===== config.mk =====
export PLATFORM = sky130hd
export DESIGN_NAME = marker_command_box_io
export DESIGN_NICKNAME = d
export VERILOG_FILES = /design/src/core/marker_io_pkg.sv /design/src/core/marker_command_box_io.sv /design/src/core/pin_filter.sv
export SDC_FILE = /design/constraint.sdc
export NUM_CORES = 1
export LEC_CHECK = 0
export CAP_MARGIN = 25
export CORE_MARGIN = 2
export CORE_UTILIZATION = 23
export CTS_CLUSTER_DIAMETER = 120
export DETAILED_ROUTE_END_ITERATION = 8
export DONT_BUFFER_PORTS = 1
export PLACE_DENSITY_LB_ADDON = 0.12
export SYNTH_ARGS = -nofsm -noshare
export SYNTH_HDL_FRONTEND = slang
export SYNTH_HIERARCHICAL = 1
export SYNTH_SLANG_ARGS = --single-unit

===== constraint.sdc =====
create_clock -name i_clock -period 2.3 [get_ports i_clock]
set_input_delay 0.23 -clock i_clock [delete_from_list [all_inputs] [get_ports i_clock]]
set_output_delay 0.23 -clock i_clock [all_outputs]
set_load 0.02 [all_outputs]

===== src/core/marker_io_pkg.sv =====
// Constants, field layouts and enumerations for the command box I/O block
package marker_io_pkg;

   // ----------------------------------------
   // Register port
   // ----------------------------------------
   localparam int ADDR_W = 4;
   localparam int DATA_W = 16;
   localparam logic [ADDR_W-1:0] ADDR_CONTROL = 4'h0;
   localparam logic [ADDR_W-1:0] ADDR_COMMAND = 4'h1;
   localparam logic [ADDR_W-1:0] ADDR_STATUS = 4'h2;
   localparam logic [ADDR_W-1:0] ADDR_IRQ_STATUS = 4'h3;
   localparam logic [ADDR_W-1:0] ADDR_IRQ_ENABLE = 4'h4;
   localparam logic [ADDR_W-1:0] ADDR_IRQ_CLEAR = 4'h5;
   localparam logic [DATA_W-1:0] CONTROL_RESET = 16'h0000;
   localparam logic [DATA_W-1:0] READ_ZERO = 16'h0000;

   // ----------------------------------------
   // Control register fields
   // ----------------------------------------
   localparam int CTL_LEGACY_ARM = 0;
   localparam int CTL_MODE_LO = 1;
   localparam int CTL_MODE_HI = 2;
   localparam int CTL_DOC_RUNNING = 3;
   localparam int CTL_SCRIPT_RUNNING = 4;
   localparam int CTL_LASER_LO = 5;
   localparam int CTL_LASER_HI = 6;
   localparam int CTL_SYS_ERROR = 7;
   localparam int CTL_USED_W = 8;

   // ----------------------------------------
   // Command register bits (write-only strobes)
   // ----------------------------------------
   localparam int CMD_FINISH = 0;
   localparam int CMD_ARM_SET = 1;
   localparam int CMD_ARM_CLEAR = 2;

   // ----------------------------------------
   // Status register bits
   // ----------------------------------------
   localparam int ST_EMISSION = 0;
   localparam int ST_ALARM = 1;
   localparam int ST_WARMED = 2;
   localparam int ST_ARMED = 3;
   localparam int ST_END = 4;
   localparam int ST_BUSY = 5;
   localparam int ST_PINS_LO = 6;
   localparam int ST_ENABLE_OK = 13;
   localparam int ST_USED_W = 14;

   // ----------------------------------------
   // Interrupt event bits
   // ----------------------------------------
   localparam int IRQ_START = 0;
   localparam int IRQ_STOP = 1;
   localparam int IRQ_FINISH = 2;
   localparam int IRQ_PLUG_LOST = 3;
   localparam int IRQ_ENABLE_LOST = 4;
   localparam int IRQ_W = 5;

   // ----------------------------------------
   // Synchronised pin vector positions
   // ----------------------------------------
   localparam int PIN_PRIMARY = 0;
   localparam int PIN_SECONDARY = 1;
   localparam int PIN_KEY = 2;
   localparam int PIN_PLUG = 3;
   localparam int PIN_START = 4;
   localparam int PIN_STOP = 5;
   localparam int PIN_MUTING = 6;
   localparam int PIN_W = 7;

   // ----------------------------------------
   // Enumerations
   // ----------------------------------------
   typedef enum logic [1:0] {
      MODE_MANUAL = 2'h0,
      MODE_AUTO = 2'h1,
      MODE_PRODUCTION = 2'h2,
      MODE_SPARE = 2'h3
   } run_mode_t;

   typedef enum logic [1:0] {
      LASER_STARTUP = 2'h0,
      LASER_WARM_IDLE = 2'h1,
      LASER_READY = 2'h2,
      LASER_OFF = 2'h3
   } laser_state_t;

   typedef enum logic [2:0] {
      JOB_IDLE = 3'b001,
      JOB_MARKING = 3'b010,
      JOB_DONE = 3'b100
   } job_state_t;

endpackage


===== src/core/marker_command_box_io.sv =====
// Command box discrete I/O: contact inputs, start/stop pulses and status outputs
//
// Decided for this implementation: strobed register access and the placing of the registers.
`timescale 1ns/1ps
`default_nettype none

module marker_command_box_io
   import marker_io_pkg::*;
(
   input wire logic i_clock,
   input wire logic i_reset,
   input wire logic i_clock_enable,
   input wire logic [ADDR_W-1:0] i_address,
   input wire logic [DATA_W-1:0] i_write_data,
   input wire logic i_write_strobe,
   input wire logic i_read_strobe,
   output logic [DATA_W-1:0] o_read_data,
   input wire logic i_primary_enable_in,
   input wire logic i_secondary_enable_in,
   input wire logic i_key_switch_in,
   input wire logic i_plug_detect_in,
   input wire logic i_start_in,
   input wire logic i_stop_in,
   input wire logic i_muting_plug_in,
   output logic o_busy_out,
   output logic o_end_of_job_out,
   output logic o_warmed_up_out,
   output logic o_alarm_out,
   output logic o_emission_ready_out,
   output logic o_job_armed_out,
   output logic o_interrupt
);

   // ----------------------------------------
   // Pin synchronisation
   // ----------------------------------------
   logic [PIN_W-1:0] pins_raw;
   logic [PIN_W-1:0] pins_level;
   logic [PIN_W-1:0] pins_prev_r;
   logic start_edge;
   logic stop_edge;

   assign pins_raw = {i_muting_plug_in, i_stop_in, i_start_in, i_plug_detect_in,
                      i_key_switch_in, i_secondary_enable_in, i_primary_enable_in};

   pin_filter #(
      .WIDTH(PIN_W)
   ) u_pin_filter (
      .i_clock(i_clock),
      .i_reset(i_reset),
      .i_clock_enable(i_clock_enable),
      .i_pins(pins_raw),
      .o_level(pins_level)
   );

   // Previous filtered levels for edge detection
   always_ff @(posedge i_clock or posedge i_reset)
   begin
      if (i_reset)
         pins_prev_r <= '0;
      else if (i_clock_enable)
         pins_prev_r <= pins_level;
   end

   assign start_edge = pins_level[PIN_START] & ~pins_prev_r[PIN_START];
   assign stop_edge = pins_level[PIN_STOP] & ~pins_prev_r[PIN_STOP];

   // ----------------------------------------
   // Control register
   // ----------------------------------------
   logic [DATA_W-1:0] control_r;
   logic legacy_arm_option;
   run_mode_t production_run_mode;
   laser_state_t laser_state;
   logic doc_running;
   logic script_running;
   logic system_error;
   logic wr_en;
   logic rd_en;

   assign wr_en = i_clock_enable & i_write_strobe;
   assign rd_en = i_clock_enable & i_read_strobe;
   assign legacy_arm_option = control_r[CTL_LEGACY_ARM];
   assign production_run_mode = run_mode_t'(control_r[CTL_MODE_HI:CTL_MODE_LO]);
   assign doc_running = control_r[CTL_DOC_RUNNING];
   assign script_running = control_r[CTL_SCRIPT_RUNNING];
   assign laser_state = laser_state_t'(control_r[CTL_LASER_HI:CTL_LASER_LO]);
   assign system_error = control_r[CTL_SYS_ERROR];

   // Software-held mode and system state; unused bits stay zero
   always_ff @(posedge i_clock or posedge i_reset)
   begin
      if (i_reset)
         control_r <= CONTROL_RESET;
      else if (wr_en && i_address == ADDR_CONTROL)
         control_r <= {{(DATA_W-CTL_USED_W){1'b0}}, i_write_data[CTL_USED_W-1:0]};
   end

   // ----------------------------------------
   // Qualifiers
   // ----------------------------------------
   logic enable_ok;
   logic auto_or_prod;
   logic job_context;
   logic start_ok;
   logic abort;
   logic finish_cmd;
   logic arm_set_cmd;
   logic arm_clear_cmd;

   assign enable_ok = pins_level[PIN_MUTING] |
                      (pins_level[PIN_PRIMARY] & pins_level[PIN_SECONDARY] & pins_level[PIN_KEY]);

   assign auto_or_prod = (production_run_mode == MODE_AUTO) || (production_run_mode == MODE_PRODUCTION);
   assign job_context = doc_running & auto_or_prod;

   // start gated by run context, stop has priority
   assign start_ok = start_edge & ~stop_edge & job_context & pins_level[PIN_PLUG] & enable_ok &
                     (laser_state == LASER_READY) & ~system_error;

   // stop pulse or loss of plug/enable ends a job
   assign abort = stop_edge | ~pins_level[PIN_PLUG] | ~enable_ok;

   assign finish_cmd = wr_en & (i_address == ADDR_COMMAND) & i_write_data[CMD_FINISH];
   assign arm_set_cmd = wr_en & (i_address == ADDR_COMMAND) & i_write_data[CMD_ARM_SET];
   assign arm_clear_cmd = wr_en & (i_address == ADDR_COMMAND) & i_write_data[CMD_ARM_CLEAR];

   // ----------------------------------------
   // Job sequencer
   // ----------------------------------------
   job_state_t state_r;
   job_state_t state_nxt;

   // Next job state
   always_comb
   begin
      state_nxt = state_r;
      unique case (state_r)
         JOB_IDLE:
         begin
            if (start_ok)
               state_nxt = JOB_MARKING;
         end
         JOB_MARKING:
         begin
            if (abort)
               state_nxt = JOB_IDLE;
            else if (finish_cmd)
               state_nxt = JOB_DONE;
         end
         JOB_DONE:
         begin
            if (start_ok)
               state_nxt = JOB_MARKING;
            else if (stop_edge)
               state_nxt = JOB_IDLE;
         end
         default:
            state_nxt = JOB_IDLE;
      endcase
   end

   // Job state register
   always_ff @(posedge i_clock or posedge i_reset)
   begin
      if (i_reset)
         state_r <= JOB_IDLE;
      else if (i_clock_enable)
         state_r <= state_nxt;
   end

   // ----------------------------------------
   // Script arming
   // ----------------------------------------
   logic script_arm_r;

   // set-armed call latched, dropped when the script ends
   always_ff @(posedge i_clock or posedge i_reset)
   begin
      if (i_reset)
         script_arm_r <= 1'b0;
      else if (i_clock_enable)
      begin
         if (!script_running || arm_clear_cmd)
            script_arm_r <= 1'b0;
         else if (arm_set_cmd)
            script_arm_r <= 1'b1;
      end
   end

   // ----------------------------------------
   // Status outputs, registered
   // ----------------------------------------
   logic armed_nxt;

   // armed condition by option and job kind
   always_comb
   begin
      if (legacy_arm_option)
         armed_nxt = job_context;
      else
         armed_nxt = doc_running & (production_run_mode == MODE_AUTO) & (laser_state == LASER_READY);
      if (script_running && production_run_mode == MODE_AUTO && script_arm_r)
         armed_nxt = 1'b1;
   end

   // Busy and end outputs follow next state so they line up with the job state
   always_ff @(posedge i_clock or posedge i_reset)
   begin
      if (i_reset)
      begin
         o_busy_out <= 1'b0;
         o_end_of_job_out <= 1'b0;
         o_warmed_up_out <= 1'b0;
         o_alarm_out <= 1'b0;
         o_emission_ready_out <= 1'b0;
         o_job_armed_out <= 1'b0;
      end
      else if (i_clock_enable)
      begin
         o_busy_out <= (state_nxt == JOB_MARKING);
         o_end_of_job_out <= (state_nxt == JOB_DONE);
         o_warmed_up_out <= (laser_state == LASER_WARM_IDLE) || (laser_state == LASER_READY);
         o_alarm_out <= (laser_state == LASER_STARTUP) || system_error;
         o_emission_ready_out <= (laser_state == LASER_READY);
         o_job_armed_out <= armed_nxt;
      end
   end

   // ----------------------------------------
   // Interrupts
   // ----------------------------------------
   logic [IRQ_W-1:0] irq_status_r;
   logic [IRQ_W-1:0] irq_enable_r;
   logic [IRQ_W-1:0] irq_event;
   logic [IRQ_W-1:0] irq_clear;
   logic plug_prev_r;
   logic enable_prev_r;

   assign irq_event[IRQ_START] = start_ok && state_r != JOB_MARKING;
   assign irq_event[IRQ_STOP] = stop_edge;
   assign irq_event[IRQ_FINISH] = (state_r == JOB_MARKING) && (state_nxt == JOB_DONE);
   assign irq_event[IRQ_PLUG_LOST] = plug_prev_r & ~pins_level[PIN_PLUG];
   assign irq_event[IRQ_ENABLE_LOST] = enable_prev_r & ~enable_ok;
   assign irq_clear = (wr_en && i_address == ADDR_IRQ_CLEAR) ? i_write_data[IRQ_W-1:0] : '0;

   // Previous plug and enable levels for loss events
   always_ff @(posedge i_clock or posedge i_reset)
   begin
      if (i_reset)
      begin
         plug_prev_r <= 1'b0;
         enable_prev_r <= 1'b0;
      end
      else if (i_clock_enable)
      begin
         plug_prev_r <= pins_level[PIN_PLUG];
         enable_prev_r <= enable_ok;
      end
   end

   // Sticky status; an event in the clearing cycle is kept
   always_ff @(posedge i_clock or posedge i_reset)
   begin
      if (i_reset)
         irq_status_r <= '0;
      else if (i_clock_enable)
         irq_status_r <= (irq_status_r & ~irq_clear) | irq_event;
   end

   // Interrupt enable mask
   always_ff @(posedge i_clock or posedge i_reset)
   begin
      if (i_reset)
         irq_enable_r <= '0;
      else if (wr_en && i_address == ADDR_IRQ_ENABLE)
         irq_enable_r <= i_write_data[IRQ_W-1:0];
   end

   assign o_interrupt = |(irq_status_r & irq_enable_r);

   // ----------------------------------------
   // Read port
   // ----------------------------------------
   logic [ST_USED_W-1:0] status_word;

   assign status_word = {enable_ok, pins_level, o_busy_out, o_end_of_job_out, o_job_armed_out,
                         o_warmed_up_out, o_alarm_out, o_emission_ready_out};

   // Data stands one cycle after the read, zero otherwise and when unmapped
   always_ff @(posedge i_clock or posedge i_reset)
   begin
      if (i_reset)
         o_read_data <= READ_ZERO;
      else if (i_clock_enable && !i_read_strobe)
         o_read_data <= READ_ZERO;
      else if (rd_en)
      begin
         unique case (i_address)
            ADDR_CONTROL:
               o_read_data <= control_r;
            ADDR_STATUS:
               o_read_data <= {{(DATA_W-ST_USED_W){1'b0}}, status_word};
            ADDR_IRQ_STATUS:
               o_read_data <= {{(DATA_W-IRQ_W){1'b0}}, irq_status_r};
            ADDR_IRQ_ENABLE:
               o_read_data <= {{(DATA_W-IRQ_W){1'b0}}, irq_enable_r};
            default:
               o_read_data <= READ_ZERO;
         endcase
      end
   end
endmodule // marker_command_box_io

`default_nettype wire


===== src/core/pin_filter.sv =====
// Three-stage pin synchroniser with agreement filter
`timescale 1ns/1ps
`default_nettype none

module pin_filter #(
   parameter int WIDTH = 1
) (
   input wire logic i_clock,
   input wire logic i_reset,
   input wire logic i_clock_enable,
   input wire logic [WIDTH-1:0] i_pins,
   output logic [WIDTH-1:0] o_level
);

   logic [WIDTH-1:0] stage1_r;
   logic [WIDTH-1:0] stage2_r;
   logic [WIDTH-1:0] stage3_r;

   // Shift chain; the first stage feeds only the second
   always_ff @(posedge i_clock or posedge i_reset)
   begin
      if (i_reset)
      begin
         stage1_r <= '0;
         stage2_r <= '0;
         stage3_r <= '0;
      end
      else if (i_clock_enable)
      begin
         stage1_r <= i_pins;
         stage2_r <= stage1_r;
         stage3_r <= stage2_r;
      end
   end

   // A bit changes only once stages two and three agree
   always_ff @(posedge i_clock or posedge i_reset)
   begin
      if (i_reset)
         o_level <= '0;
      else if (i_clock_enable)
         o_level <= (stage2_r & stage3_r) | (o_level & (stage2_r | stage3_r));
   end

endmodule // pin_filter

`default_nettype wire


==> impl_metrics.env <==
export IMPL_grt_overflow=0
export IMPL_setup_violations=0
export IMPL_fillers=1530
export IMPL_reg2reg_to="state_r[2]"
export IMPL_r2r_cells=6
export IMPL_drive_above_1_share_pct=21.48
export IMPL_min_to="control_r[6]"
export IMPL_clkTransAtPathRegs_ps=60
export IMPL_cts_buffers=9
export IMPL_holdPathStages=2
export IMPL_numClockSinks=74
export IMPL_wl_per_cell_um=18.50
export IMPL_synth_area_leaders="dfrtp_1 54%, mux2_2 10%, o2bb2ai_1 3.1%"
export IMPL_maxSlewViolCount=0
export IMPL_cts_tree="done"
export IMPL_p_leak_uw=0.001670
export IMPL_power_density_mw_per_mm2=962.2
export IMPL_netlist_top_cells_count="73 x dfrtp_1, 31 x mux2_2, 17 x nand2_1, 14 x nor2_1"
export IMPL_worstMarginPinSlew_ps=779.1
export IMPL_ys_seq_area_share_pct=54.73
export IMPL_relSlewSlack_pct=48.00
export IMPL_yosys_warnings=6
export IMPL_ant_nets=0
export IMPL_synthCells=273
export IMPL_htreeDepth=3
export IMPL_worstHoldPathType="input pin to flip-flop"
export IMPL_hold_viol=0
export IMPL_drt_iter0_drc=84
export IMPL_firstDrtPassIters=4
export IMPL_wirelength_mm=8.656
export IMPL_syn_to_final_growth_pct=14.89
export IMPL_grt_max_degree=59
export IMPL_ys_seq_elements=74
export IMPL_start_util_pct=23.38
export IMPL_cp_max_fo=3
export IMPL_synth_top_area_share_pct=53.95
export IMPL_clockBufferDepth=2
export IMPL_placed_area_mm2=0.003546
export IMPL_core_area_mm2=0.01448
export IMPL_r2r_start="control_r[5]"
export IMPL_dp_hpwl_mm=5.982
export IMPL_final_area_mm2=0.003890
export IMPL_viasPerCell=4.763
export IMPL_antenna_found_initial=0
export IMPL_tns_ps=0
export IMPL_cp_arrival_ps=2000
export IMPL_grt_pass1_wl_mm=13.99
export IMPL_ir_worst_vdd_v=0.0004219
export IMPL_design_die_area_mm2=0.01571
export IMPL_synth_most_common_cell="dfrtp_1"
export IMPL_rsz0062_at_grt="false"
export IMPL_skew_ps=6.883
export IMPL_ys_flop_type="dfrtp_1"
export IMPL_track_usage_pct=11.79
export IMPL_io_pins=55
export IMPL_grt_pass1_vias=2334
export IMPL_synthArstFlopShare_pct=100.0
export IMPL_diodes=0
export IMPL_final_nets=315
export IMPL_gp_congestion=0.7321
export IMPL_syn_area_mm2=0.003386
export IMPL_worstSkewPairLatency_ps=340
export IMPL_min_from="i_write_data[6]"
export IMPL_synth_edf_count=0
export IMPL_min_period_over_period_pct=78.14
export IMPL_critPathKind="flip-flop to flip-flop"
export IMPL_synth_cell_types=49
export IMPL_die_y_um=125.3
export IMPL_dp_slack_ps=500.8
export IMPL_die_width_um=125.3
export IMPL_max_freq_mhz=556.4
export IMPL_status="finished, final reports clean"
export IMPL_cp_end_kind="flip-flop"
export IMPL_drc=0
export IMPL_setup_ws_ps=502.9
export IMPL_yosys_area_top_type="dfrtp_1"
export IMPL_avgSynthCellArea_um2=12.40
export IMPL_reg2reg_slack_ps=500
export IMPL_cap_viol_max_count=0
export IMPL_port_buffers=0
export IMPL_cts_root_buf="clkbuf_16"
export IMPL_power_uw=3743
export IMPL_startpoint_type="flip-flop"
export IMPL_crit_required_ps=2500
export IMPL_vias=2229
export IMPL_rows=44
export IMPL_layout_min_cycle_time_ps=1797
## placed cells by master (no fill, tap or decap), types with 2 or more instances in the layout
cell type      count
a221o_1            2
o2bb2ai_1         12
dlygate4sd3_1      4
a32o_1             2
a21o_1             6
nor3_1             3
nand2b_1           5
inv_1             11
a22oi_1            4
dfrtp_1           73
and3_1             3
buf_4              5
mux2i_1            6
clkbuf_8           2
clkbuf_16          9
a21oi_1            7
mux2_4             2
mux2_2            31
nand4b_1           2
nor2_1            14
a32oi_1            2
or2b_1             4
nor3b_1            2
a221oi_1           5
o21ai_0            7
conb_1             2
nand3_1            5
ha_1               3
a22o_1            11
nand2_1           17
## per-layer routing
layer,up-vias,wire length (um),global-route usage (%)
met5,-,0,0
met4,0,109,3.725
met3,8,492,4.407
met2,48,4056,18.67
met1,1163,3997,14.98
li1,1010,-,-
## kinds of logic (layout without fill, tap and decap cells)
group                      Yosys count  after routing  share of synthesized area (%)
DFF                                 74             74                          54.73
xor gates and xnor gates             1              1                         0.2587
other                                1              2                         0.1108
muxes                               39             39                          12.97
buffers and inverters               26             36                          4.619
adders and majority gates            3              3                          1.109
and+or+nand+nor                     66             66                          11.71
AOI/OAI and AO/OA                   63             63                          14.49
## through the flow
stage	std cells	utilization (%)	hold WS [ps]
floorplan	274	-	295.4
global placement	449	24.49	122.6
detailed placement	449	24.49	128.8
CTS	468	26.87	5.182
global route	468	26.87	7.010
finish	468	26.87	18.19
## power by group
group	leakage [uW]	switching, uW	internal (uW)
Sequential	0.000904	253	1530
Combinational	0.000618	234	277
Clock	0.000148	559	893
Total	0.00167	1050	2700
## timing repair
item	in CTS	in global routing
resized for setup	0	0
hold buffers	4	0
endpoints found under the setup margin	0	0
endpoints found under the hold margin	50	0
setup buffers	0	0
## registers in the layout, indices dropped and copies added, names as in the netlist
register / flops
o_read_data: 14
o_busy_out: 1
o_job_armed_out: 1
u_pin_filter/stage2_r: 7
irq_status_r: 5
u_pin_filter/stage1_r: 7
irq_enable_r: 5
o_end_of_job_out: 1
script_arm_r: 1
u_pin_filter/o_level: 7
pins_prev_r: 3
control_r: 8
u_pin_filter/stage3_r: 7
o_alarm_out: 1
o_emission_ready_out: 1
state_r: 3
o_warmed_up_out: 1
enable_prev_r: 1
## critical path, cell delays in order, from the launching register on
cell       delay (ps)
dfrtp_1           370
inv_1             100
ha_1              230
nor4bb_1          430
nand4b_1          160
o2111ai_1         260
nand3_1           110
## worst max path at each step
stage | start | end | cells past startpoint
2_1_floorplan | i_address[0] | control_r[0] | 5
4_1_cts | control_r[5] | state_r[2] | 6
5_1_grt | control_r[5] | state_r[0] | 6
6_report | control_r[5] | state_r[2] | 6
3_3_place_gp | control_r[5] | state_r[2] | 6
3_5_place_dp | control_r[5] | state_r[1] | 6
## cell type report
class	instances	area (um2)	share of cell area, %
clock buffer	11	252.7	6.497
inverter	12	45.04	1.158
timing repair buffer	9	77.57	1.994
sequential	74	1853	47.64
clock inverter	4	51.30	1.319
multi-input combinational	174	1380	35.48
tap	184	230.2	5.918
Power figures use the tool's default switching activity.
